===== src/dic_pkg.sv =====
package dic_pkg;

  // ********************************************************
  // timing
  // ********************************************************
  localparam int unsigned CLK_PERIOD_NS = 100;
  localparam int unsigned MS_NS         = 1000000;
  localparam int unsigned CYC_PER_MS    = MS_NS / CLK_PERIOD_NS;
  localparam int unsigned CYC_W         = 14;
  localparam int unsigned DLY_W         = 16;

  // ********************************************************
  // register map
  // ********************************************************
  localparam int unsigned ADDR_W        = 8;
  localparam logic [7:0]  ADDR_CTRL     = 8'h00;
  localparam logic [7:0]  ADDR_ON_DLY   = 8'h04;
  localparam logic [7:0]  ADDR_OFF_DLY  = 8'h08;
  localparam logic [7:0]  ADDR_STATUS   = 8'h0c;
  localparam logic [7:0]  ADDR_IRQ_STS  = 8'h10;
  localparam logic [7:0]  ADDR_IRQ_MASK = 8'h14;

  localparam logic [7:0]  CTRL_RST      = 8'h08;
  localparam logic [15:0] DLY_RST       = 16'h0000;
  localparam int unsigned IRQ_W         = 3;
  localparam int unsigned IRQ_FLT_SET   = 0;
  localparam int unsigned IRQ_FLT_CLR   = 1;
  localparam int unsigned IRQ_VAL_CHG   = 2;
  localparam logic [2:0]  IRQ_MASK_RST  = 3'h0;

  localparam logic [1:0]  RESP_OKAY     = 2'h0;
  localparam logic [1:0]  RESP_SLVERR   = 2'h2;

  // ********************************************************
  // types
  // ********************************************************
  typedef enum logic {
    DIC_MODE_NORMAL = 1'b0,
    DIC_MODE_SIM    = 1'b1
  } dic_mode_e;

  typedef enum logic [1:0] {
    DIC_ERR_CURRENT = 2'b00,
    DIC_ERR_SUBST   = 2'b01,
    DIC_ERR_HOLD    = 2'b10
  } dic_err_e;

  // control word, bit 7 down to bit 0
  typedef struct packed {
    dic_mode_e mode;
    dic_err_e  err;
    logic      invert;
    logic      lfd_en;
    logic      subst;
    logic      sim_val;
    logic      sim_bad;
  } dic_cfg_s;

  // process value toward the com unit, bit 3 down to bit 0
  typedef struct packed {
    logic value;
    logic invalid;
    logic fault;
    logic active;
  } dic_pv_s;

  localparam int unsigned CFG_W = $bits(dic_cfg_s);
  localparam int unsigned PV_W  = $bits(dic_pv_s);

endpackage


===== src/dic_channel.sv =====
// Register access over AXI4-Lite and the register offsets were decided locally.
`timescale 1ns/1ps
// Function
// normal mode forwards conditioned field value
// simulation mode replaces field input entirely; the code replaces value and invalid but pv.fault still follows the line fault
// current-value strategy passes field value on fault
// substitute strategy outputs fallback bit on fault
// fallback value carries invalid status
// hold strategy freezes last valid value
// inversion flips the input bit
// monitored line fault flagged in status
// monitored line fault invokes error strategy
// on-delay in ms suppresses short highs
// channel active follows module active only
// off-delay in ms suppresses short lows
// fallback value is one configurable bit
// simulation gives configured bit and status
// invert, filter, strategy, then simulation override
module dic_channel #(
  parameter int unsigned P_CYC_PER_MS = dic_pkg::CYC_PER_MS
) (
  // clock, reset, enable
  input  wire logic                       aclk,
  input  wire logic                       aresetn,
  input  wire logic                       ce,
  // field side and module setting
  input  wire logic                       field_in,
  input  wire logic                       line_fault_in,
  input  wire logic                       module_active,
  // com unit side
  output dic_pkg::dic_pv_s                pv,
  output logic                            irq,
  // axi4-lite write address
  input  wire logic [dic_pkg::ADDR_W-1:0] s_axi_awaddr,
  input  wire logic                       s_axi_awvalid,
  output logic                            s_axi_awready,
  // axi4-lite write data
  input  wire logic [31:0]                s_axi_wdata,
  input  wire logic [3:0]                 s_axi_wstrb,
  input  wire logic                       s_axi_wvalid,
  output logic                            s_axi_wready,
  // axi4-lite write response
  output logic [1:0]                      s_axi_bresp,
  output logic                            s_axi_bvalid,
  input  wire logic                       s_axi_bready,
  // axi4-lite read address
  input  wire logic [dic_pkg::ADDR_W-1:0] s_axi_araddr,
  input  wire logic                       s_axi_arvalid,
  output logic                            s_axi_arready,
  // axi4-lite read data
  output logic [31:0]                     s_axi_rdata,
  output logic [1:0]                      s_axi_rresp,
  output logic                            s_axi_rvalid,
  input  wire logic                       s_axi_rready
);

  localparam logic [dic_pkg::CYC_W-1:0] CYC_LAST =
    dic_pkg::CYC_W'(P_CYC_PER_MS - 1);

  // ********************************************************
  // declarations
  // ********************************************************
  logic [1:0]                      sync1;
  logic [1:0]                      sync2;
  logic [1:0]                      sync3;
  logic [1:0]                      pin;
  logic                            cond_in;
  logic                            fault;
  logic                            filt;
  logic [dic_pkg::CYC_W-1:0]       cyc;
  logic [dic_pkg::DLY_W-1:0]       ms;
  logic [dic_pkg::DLY_W-1:0]       dly;
  logic                            hold_val;
  logic                            next_value;
  logic                            next_invalid;
  dic_pkg::dic_cfg_s               cfg;
  logic [dic_pkg::DLY_W-1:0]       on_dly;
  logic [dic_pkg::DLY_W-1:0]       off_dly;
  logic [dic_pkg::IRQ_W-1:0]       irq_sts;
  logic [dic_pkg::IRQ_W-1:0]       irq_mask;
  logic [dic_pkg::IRQ_W-1:0]       irq_ev;
  logic [dic_pkg::IRQ_W-1:0]       irq_clr;
  logic                            aw_got;
  logic                            w_got;
  logic [dic_pkg::ADDR_W-1:0]      aw_q;
  logic [31:0]                     wd_q;
  logic [31:0]                     wm_q;
  logic                            do_wr;
  logic                            wr_hit;
  logic [31:0]                     rd_word;
  logic                            rd_hit;

  // ********************************************************
  // pin synchronisers
  // ********************************************************
  // a bit is accepted once stages two and three agree
  always_ff @(posedge aclk) begin
    if (!aresetn) begin
      sync1 <= 2'h0;
      sync2 <= 2'h0;
      sync3 <= 2'h0;
      pin   <= 2'h0;
    end else if (ce) begin
      sync1 <= {line_fault_in, field_in};
      sync2 <= sync1;
      sync3 <= sync2;
      pin   <= (sync2 & ~(sync2 ^ sync3)) | (pin & (sync2 ^ sync3));
    end
  end

  assign cond_in = pin[0] ^ cfg.invert;
  assign fault   = cfg.lfd_en & pin[1];

  // ********************************************************
  // on and off delay
  // ********************************************************
  // rising edges wait on_dly, falling edges off_dly
  assign dly = cond_in ? on_dly : off_dly;

  // any return to the settled level restarts the wait
  always_ff @(posedge aclk) begin
    if (!aresetn) begin
      filt <= 1'b0;
      cyc  <= '0;
      ms   <= '0;
    end else if (ce) begin
      if (cond_in == filt) begin
        cyc <= '0;
        ms  <= '0;
      end else if (ms >= dly) begin
        filt <= cond_in;
        cyc  <= '0;
        ms   <= '0;
      end else if (cyc == CYC_LAST) begin
        cyc <= '0;
        ms  <= ms + 1'b1;
      end else begin
        cyc <= cyc + 1'b1;
      end
    end
  end

  // ********************************************************
  // error strategy and simulation
  // ********************************************************
  // last filtered value seen without a fault
  always_ff @(posedge aclk) begin
    if (!aresetn) begin
      hold_val <= 1'b0;
    end else if (ce && !fault) begin
      hold_val <= filt;
    end
  end

  always_comb begin
    next_value   = filt;
    next_invalid = 1'b0;
    if (fault) begin
      unique case (cfg.err)
        dic_pkg::DIC_ERR_CURRENT: begin
          next_value = filt;
        end
        dic_pkg::DIC_ERR_SUBST: begin
          next_value   = cfg.subst;
          next_invalid = 1'b1;
        end
        dic_pkg::DIC_ERR_HOLD: begin
          next_value   = hold_val;
          next_invalid = 1'b1;
        end
        default: begin
          next_value = filt;
        end
      endcase
    end
    if (cfg.mode == dic_pkg::DIC_MODE_SIM) begin
      next_value   = cfg.sim_val;
      next_invalid = cfg.sim_bad;
    end
    if (!module_active) begin
      next_value   = 1'b0;
      next_invalid = 1'b1;
    end
  end

  always_ff @(posedge aclk) begin
    if (!aresetn) begin
      pv <= '0;
    end else if (ce) begin
      pv.value   <= next_value;
      pv.invalid <= next_invalid;
      pv.fault   <= fault;
      pv.active  <= module_active;
    end
  end

  // ********************************************************
  // interrupt status
  // ********************************************************
  always_comb begin
    irq_ev = '0;
    irq_ev[dic_pkg::IRQ_FLT_SET] = fault & ~pv.fault;
    irq_ev[dic_pkg::IRQ_FLT_CLR] = ~fault & pv.fault;
    irq_ev[dic_pkg::IRQ_VAL_CHG] = next_value ^ pv.value;
  end

  assign irq_clr = (do_wr && aw_q == dic_pkg::ADDR_IRQ_STS) ?
                   wd_q[dic_pkg::IRQ_W-1:0] & wm_q[dic_pkg::IRQ_W-1:0] : '0;

  // set beats a clear landing in the same cycle
  always_ff @(posedge aclk) begin
    if (!aresetn) begin
      irq_sts <= '0;
    end else if (ce) begin
      irq_sts <= (irq_sts & ~irq_clr) | irq_ev;
    end
  end

  assign irq = |(irq_sts & irq_mask);

  // ********************************************************
  // axi4-lite write path
  // ********************************************************
  // address and data may come in either order
  assign s_axi_awready = ce & ~aw_got & ~s_axi_bvalid;
  assign s_axi_wready  = ce & ~w_got & ~s_axi_bvalid;
  assign do_wr         = ce & aw_got & w_got & ~s_axi_bvalid;

  always_ff @(posedge aclk) begin
    if (!aresetn) begin
      aw_got <= 1'b0;
      aw_q   <= '0;
    end else if (ce) begin
      if (s_axi_awvalid && s_axi_awready) begin
        aw_got <= 1'b1;
        aw_q   <= s_axi_awaddr;
      end else if (do_wr) begin
        aw_got <= 1'b0;
      end
    end
  end

  always_ff @(posedge aclk) begin
    if (!aresetn) begin
      w_got <= 1'b0;
      wd_q  <= '0;
      wm_q  <= '0;
    end else if (ce) begin
      if (s_axi_wvalid && s_axi_wready) begin
        w_got <= 1'b1;
        wd_q  <= s_axi_wdata;
        wm_q  <= {{8{s_axi_wstrb[3]}}, {8{s_axi_wstrb[2]}},
                  {8{s_axi_wstrb[1]}}, {8{s_axi_wstrb[0]}}};
      end else if (do_wr) begin
        w_got <= 1'b0;
      end
    end
  end

  always_comb begin
    case (aw_q)
      dic_pkg::ADDR_CTRL,
      dic_pkg::ADDR_ON_DLY,
      dic_pkg::ADDR_OFF_DLY,
      dic_pkg::ADDR_STATUS,
      dic_pkg::ADDR_IRQ_STS,
      dic_pkg::ADDR_IRQ_MASK: wr_hit = 1'b1;
      default:                wr_hit = 1'b0;
    endcase
  end

  always_ff @(posedge aclk) begin
    if (!aresetn) begin
      s_axi_bvalid <= 1'b0;
      s_axi_bresp  <= dic_pkg::RESP_OKAY;
    end else if (ce) begin
      if (do_wr) begin
        s_axi_bvalid <= 1'b1;
        s_axi_bresp  <= wr_hit ? dic_pkg::RESP_OKAY : dic_pkg::RESP_SLVERR;
      end else if (s_axi_bready) begin
        s_axi_bvalid <= 1'b0;
      end
    end
  end

  // ********************************************************
  // configuration registers
  // ********************************************************
  // byte lanes merge into the stored value
  always_ff @(posedge aclk) begin
    if (!aresetn) begin
      cfg <= dic_pkg::dic_cfg_s'(dic_pkg::CTRL_RST);
    end else if (do_wr && aw_q == dic_pkg::ADDR_CTRL) begin
      cfg <= dic_pkg::dic_cfg_s'((cfg & ~wm_q[dic_pkg::CFG_W-1:0]) |
                                 (wd_q[dic_pkg::CFG_W-1:0] & wm_q[dic_pkg::CFG_W-1:0]));
    end
  end

  always_ff @(posedge aclk) begin
    if (!aresetn) begin
      on_dly <= dic_pkg::DLY_RST;
    end else if (do_wr && aw_q == dic_pkg::ADDR_ON_DLY) begin
      on_dly <= (on_dly & ~wm_q[dic_pkg::DLY_W-1:0]) |
                (wd_q[dic_pkg::DLY_W-1:0] & wm_q[dic_pkg::DLY_W-1:0]);
    end
  end

  always_ff @(posedge aclk) begin
    if (!aresetn) begin
      off_dly <= dic_pkg::DLY_RST;
    end else if (do_wr && aw_q == dic_pkg::ADDR_OFF_DLY) begin
      off_dly <= (off_dly & ~wm_q[dic_pkg::DLY_W-1:0]) |
                 (wd_q[dic_pkg::DLY_W-1:0] & wm_q[dic_pkg::DLY_W-1:0]);
    end
  end

  always_ff @(posedge aclk) begin
    if (!aresetn) begin
      irq_mask <= dic_pkg::IRQ_MASK_RST;
    end else if (do_wr && aw_q == dic_pkg::ADDR_IRQ_MASK) begin
      irq_mask <= (irq_mask & ~wm_q[dic_pkg::IRQ_W-1:0]) |
                  (wd_q[dic_pkg::IRQ_W-1:0] & wm_q[dic_pkg::IRQ_W-1:0]);
    end
  end

  // ********************************************************
  // axi4-lite read path
  // ********************************************************
  assign s_axi_arready = ce & ~s_axi_rvalid;

  // status also shows the raw pin and filter output for debug
  always_comb begin
    rd_word = '0;
    rd_hit  = 1'b1;
    case (s_axi_araddr)
      dic_pkg::ADDR_CTRL:     rd_word[dic_pkg::CFG_W-1:0] = cfg;
      dic_pkg::ADDR_ON_DLY:   rd_word[dic_pkg::DLY_W-1:0] = on_dly;
      dic_pkg::ADDR_OFF_DLY:  rd_word[dic_pkg::DLY_W-1:0] = off_dly;
      dic_pkg::ADDR_STATUS:   rd_word[dic_pkg::PV_W+2:0]  = {pin, filt, pv};
      dic_pkg::ADDR_IRQ_STS:  rd_word[dic_pkg::IRQ_W-1:0] = irq_sts;
      dic_pkg::ADDR_IRQ_MASK: rd_word[dic_pkg::IRQ_W-1:0] = irq_mask;
      default:                rd_hit = 1'b0;
    endcase
  end

  always_ff @(posedge aclk) begin
    if (!aresetn) begin
      s_axi_rvalid <= 1'b0;
      s_axi_rdata  <= '0;
      s_axi_rresp  <= dic_pkg::RESP_OKAY;
    end else if (ce) begin
      if (s_axi_arvalid && s_axi_arready) begin
        s_axi_rvalid <= 1'b1;
        s_axi_rdata  <= rd_word;
        s_axi_rresp  <= rd_hit ? dic_pkg::RESP_OKAY : dic_pkg::RESP_SLVERR;
      end else if (s_axi_rready) begin
        s_axi_rvalid <= 1'b0;
      end
    end
  end

endmodule // dic_channel


===== config.mk =====
export PLATFORM = sky130hd
export DESIGN_NAME = dic_channel
export DESIGN_NICKNAME = d
export VERILOG_FILES = /design/src/dic_pkg.sv /design/src/dic_channel.sv
export SDC_FILE = /design/constraint.sdc
export NUM_CORES = 1
export LEC_CHECK = 0
export BUFFER_PORTS_ARGS = -buffer_cell sky130_fd_sc_hd__clkbuf_2
export CAP_MARGIN = 15
export CORE_ASPECT_RATIO = 1.25
export CORE_MARGIN = 1.5
export CORE_UTILIZATION = 52
export CTS_CLUSTER_DIAMETER = 200
export DETAILED_ROUTE_END_ITERATION = 16
export GPL_ROUTABILITY_DRIVEN = 0
export PLACE_DENSITY = 0.83
export SLEW_MARGIN = 20
export SYNTH_ARGS = -nofsm -noshare
export SYNTH_HDL_FRONTEND = slang
export SYNTH_SLANG_ARGS = --single-unit

===== constraint.sdc =====
create_clock -name aclk -period 5.2 [get_ports aclk]
set_input_delay 0.26 -clock aclk [delete_from_list [all_inputs] [get_ports aclk]]
set_output_delay 0.26 -clock aclk [all_outputs]
set_load 0.005 [all_outputs]

# Word-level counts from Yosys, hierarchy flattened
# Cells that the tools add are included.
[word_totals] ff_bits=147 n_memories=0 romBits=0 latch_bits=0 mem_bits_rw=0 output_inout_bits=46
[op_classes] n_div=0 n_bitwise=43 muxes=31 n_reduce_logical=31 n_addsub=2 n_eq_ne=14 n_shift=0 multipliers=0 n_lt_le_gt_ge=1
[op_table] cell="two-way mux 16 bit" count=4
[op_table] cell="AND 16 bit" count=3
[op_table] cell="two-way mux 14 bit" count=3
[op_table] cell="equality test 8 x 4 -> 1 bit, second input constant" count=4
[op_table] cell="equality test 8 x 5 -> 1 bit, second input constant" count=4
[op_table] cell="OR 16 bit" count=2
[op_table] cell="case mux 3 bit (6 select lines)" count=1
[op_table] cell="AND reduction 2 bit" count=9
[op_table] cell="adder 16 x 1 -> 16 bit, second input constant" count=1
[op_table] cell="AND 8 bit" count=2
[op_table] cell="equality test 8 x 3 -> 1 bit, second input constant" count=2
[op_table] cell="greater-or-equal comparator 16 bit" count=1
[op_table] cell="logical NOT 8 bit" count=2
[op_table] cell="two-way mux 1 bit" count=16
[op_table] cell="inverter 16 bit" count=1
[op_table] cell="case mux 4 bit (4 select lines)" count=1
[op_table] cell="case mux 8 bit (2 select lines)" count=1
[op_table] cell="adder 14 x 1 -> 14 bit, second input constant" count=1
[op_table] cell="equality test 14 bit, second input constant" count=1
[op_table] cell="AND 3 bit" count=4
[op_table] cell="OR reduction 6 bit" count=2
[op_table] cell="AND 1 bit" count=11
[op_table] cell="logical AND 1 bit" count=9
[op_table] cell="inverter 8 bit" count=1
[op_table] cell="22 further kinds" count=36

# Longest topological paths before layout
[logic_depth] ltp_word=8 mapped_depth=11 depth_no_buf=9

# Worst setup path before layout
# Ideal clock, no wire load.
[synth_timing] path_kind="register to register" from="register with a tool-made name" to="register ms[2] (netlist bit)" arrival_time_ns=2.976 setup_slack_ns=2.140 path_stages_with_launch=12 synth_period_minus_slack_ns=3.060 required_ns=5.116 setup_time_ns=0.084 n_path_buf=2 path_cell_list="dfxtp_1 > xor2_4 > clkbuf_1 > mux2i_1 > ha_1 > and4_1 > and3_1 > a32oi_2 > and2_1 > buf_4 > nand2_2 > o31ai_2"
[synth_rtl] element="end signal: assignment" line_no="dic_channel.sv:136" source="ms <= ms + 1'b1;"
[synth_rtl] element="end: declaration" line_no="dic_channel.sv:71" source="logic [dic_pkg::DLY_W-1:0] ms;"

==> flow_metrics.env <==
export IMPL_wl_mm=15.1
export IMPL_core_area_um2=12300
export IMPL_worstSkewPairLatency_ns=0.42
export IMPL_slew_headroom_pct=36.1
export IMPL_via_count=5690
export IMPL_synth_cells=765
export IMPL_yosys_register_bits=138
export IMPL_maxSlewViolCount=0
export IMPL_min_path_type="in -> reg"
export IMPL_synth_edf_count=0
export IMPL_power_density_nw_per_um2=322
export IMPL_tightest_slew_ns=0.950
export IMPL_syn_area_um2=6600
export IMPL_avgSynthCellArea_um2=8.63
export IMPL_clk_pin_slew_ns=0.06
export IMPL_ir_drop_uv=295
export IMPL_fin_worst_skew_ns=0.00648
export IMPL_arrival_ns=4.02
export IMPL_grt_first_pass_wirelength_mm=25.0
export IMPL_synth_distinct_cells=62
export IMPL_finalCritPeriodShare_pct=70.4
export IMPL_crit_path_start_kind="flip-flop"
export IMPL_cts_root_buf="clkbuf_16"
export IMPL_wl_per_cell_um=15.1
export IMPL_grt_setup_unrepaired="no"
export IMPL_initial_core_util_pct=53.8
export IMPL_die_h_um=129
export IMPL_dr_first_iter_drc_count=365
export IMPL_via_per_inst=5.68
export IMPL_crit_type="reg -> reg"
export IMPL_seqPwrFrac_pct=45.1
export IMPL_fillCellCount=1095
export IMPL_setup_viol=0
export IMPL_detail_route_first_pass_iterations=6
export IMPL_hold_viol=0
export IMPL_synthArstFlopShare_pct=0
export IMPL_grt_pass1_vias=5208
export IMPL_cts_resized=0
export IMPL_rows=45
export IMPL_insertedDiodeCount=0
export IMPL_layout_min_cycle_time_ns=3.66
export IMPL_power_frac_clock_pct=49.8
export IMPL_status="finished, final reports clean"
export IMPL_antenna_found_initial=0
export IMPL_synth_top_area_cell="dfxtp_1"
export IMPL_p_int_uw=1880
export IMPL_overflow=0
export IMPL_p_leak_uw=0.00292
export IMPL_critPathCaptureType="flip-flop"
export IMPL_drtAntennaViolNets=0
export IMPL_ys_seq_area_share_pct=41.8
export IMPL_path_max_fanout=18
export IMPL_drive_gt1_share_pct=15.7
export IMPL_cts_setup_buffers=0
export IMPL_ctsHoldBuffers=0
export IMPL_drc=0
export IMPL_die_area_um2=13400
export IMPL_fin_setup_tns_ns=0
export IMPL_grtUsageTotal_pct=23.1
export IMPL_die_w_um=104
export IMPL_cap_viol_max_count=0
export IMPL_cts_buffers=17
export IMPL_port_buffers=72
export IMPL_cp_required_ns=5.56
export IMPL_clk_path_buf_depth=2
export IMPL_grt_max_degree=79
export IMPL_synth_main_ff_cell="dfxtp_1"
export IMPL_nNetsFinal=907
export IMPL_synthTopCellsByArea="dfxtp_1, nand2_1, mux2i_1, a21boi_0, ha_1"
export IMPL_max_freq_mhz=273
export IMPL_hpwl_mm=10.6
export IMPL_postLayoutCoreUtil_pct=61.9
export IMPL_combPwrFrac_pct=5.2
export IMPL_cts_htree_levels=4
export IMPL_synth_top_cell_area_share_pct=41.8
export IMPL_syn_to_final_growth_pct=15.0
export IMPL_clock_sink_count=138
export IMPL_ioPinCount=109
export IMPL_yosysWarningCount=0
export IMPL_swShare_pct=23.1
export IMPL_cts_tree="done"
export IMPL_switching_power_uw=566
-- metrics by stage --
stage	hold WS (ns)	std cells	total power, µW	cell area [µm²]	worst slack [ns]
6_report	0.0680	1001	2450	7590	1.54
3_5_place_dp	0.462	969	1250	6990	1.56
2_1_floorplan	0.368	782	1210	6670	2.14
4_1_cts	0.0643	1001	2460	7590	1.53
3_3_place_gp	0.455	969	1250	6980	1.59
5_1_grt	0.0775	1001	2520	7590	1.42
-- routing by layer --
| layer | global-route usage [%] | share of wire, % | vias up |
|---|---|---|---|
| li1 | - | - | 2794 |
| met1 | 28.5 | 44 | 2671 |
| met2 | 38.2 | 48 | 184 |
| met3 | 5.02 | 4.9 | 41 |
| met4 | 11.9 | 3.1 | 0 |
| met5 | 0 | 0 | - |
-- path summary, 6_finish.rpt --
check / start / to / slack [ns] / depth (start not counted)
setup / recovery: flip-flop / cyc[10] / 1.54 / 9
hold / removal: s_axi_wdata[13] / wd_q[13] / 0.07 / 3
setup reg to reg: flip-flop / cyc[10] / 1.54 / 9
hold reg to reg: flip-flop / flip-flop / 0.46 / 2
-- cells in the mapped netlist, drive strengths merged, types with 7 or more instances --
cell,n
nand2,150
dfxtp,138
nor2,53
a21oi,45
a21boi,37
mux2i,31
o21ai,31
clkbuf,28
buf,26
ha,20
nand3,20
nand4,15
a22oi,14
a31oi,12
and2,11
nand2b,11
inv,9
xor2,9
nor2b,8
xnor2,8
a211oi,7
and4,7
nor3,7
-- cells in the final DEF (no fill, tap or decap), drive strengths merged, types with 5 or more instances in the layout --
cell type / n
conb: 18
nand2b: 11
nor2b: 8
inv: 13
a211oi: 7
nand2: 150
nand4: 15
and4: 7
ha: 20
nor2: 53
a21boi: 37
and2: 11
a22oi: 14
a21o: 6
a22o: 6
dfxtp: 138
nor3: 7
a31oi: 12
xor2: 9
and3: 6
xnor2: 8
mux2i: 31
a21oi: 45
buf: 5
o21ai: 31
nand3: 20
clkbuf: 92
o31ai: 6
-- power groups by stage --
stage | sequential (µW) | clock [µW] | combinational, µW
after global placement | 1120 | 0 | 124
after global routing | 1110 | 1280 | 143
after detailed placement | 1130 | 0 | 126
final | 1100 | 1220 | 127
after CTS | 1100 | 1230 | 127
after floorplan | 1120 | 0 | 89.0
-- area by class of cell --
type / instances / area [µm²] / area share [%]
Sequential cell: 138 / 2760 / 36.4
Inverter: 10 / 37.5 / 0.494
Tap cell: 164 / 205 / 2.70
Clock inverter: 12 / 136 / 1.80
Multi-Input combinational cell: 580 / 3590 / 47.2
Clock buffer: 20 / 467 / 6.15
Timing Repair Buffer: 77 / 398 / 5.24
-- worst max-delay path, cell delays in order, from the launching register on --
cell	delay (ns)
dfxtp_1	0.49
xor2_4	0.65
mux2_2	0.42
ha_1	0.26
nand2b_1	0.14
a2111o_1	0.45
a32oi_2	0.43
nand2_2	0.23
o31ai_1	0.33
a22o_1	0.20
-- kinds of logic after synthesis --
group | share of synthesized area [%]
simple gates | 22.1
compound gates | 18.9
flops | 41.8
mux | 5.89
other cells | 0.0568
xor+xnor | 2.54
buf+inv | 4.89
fa+ha+maj | 3.79
Power figures use the tool's default switching activity.
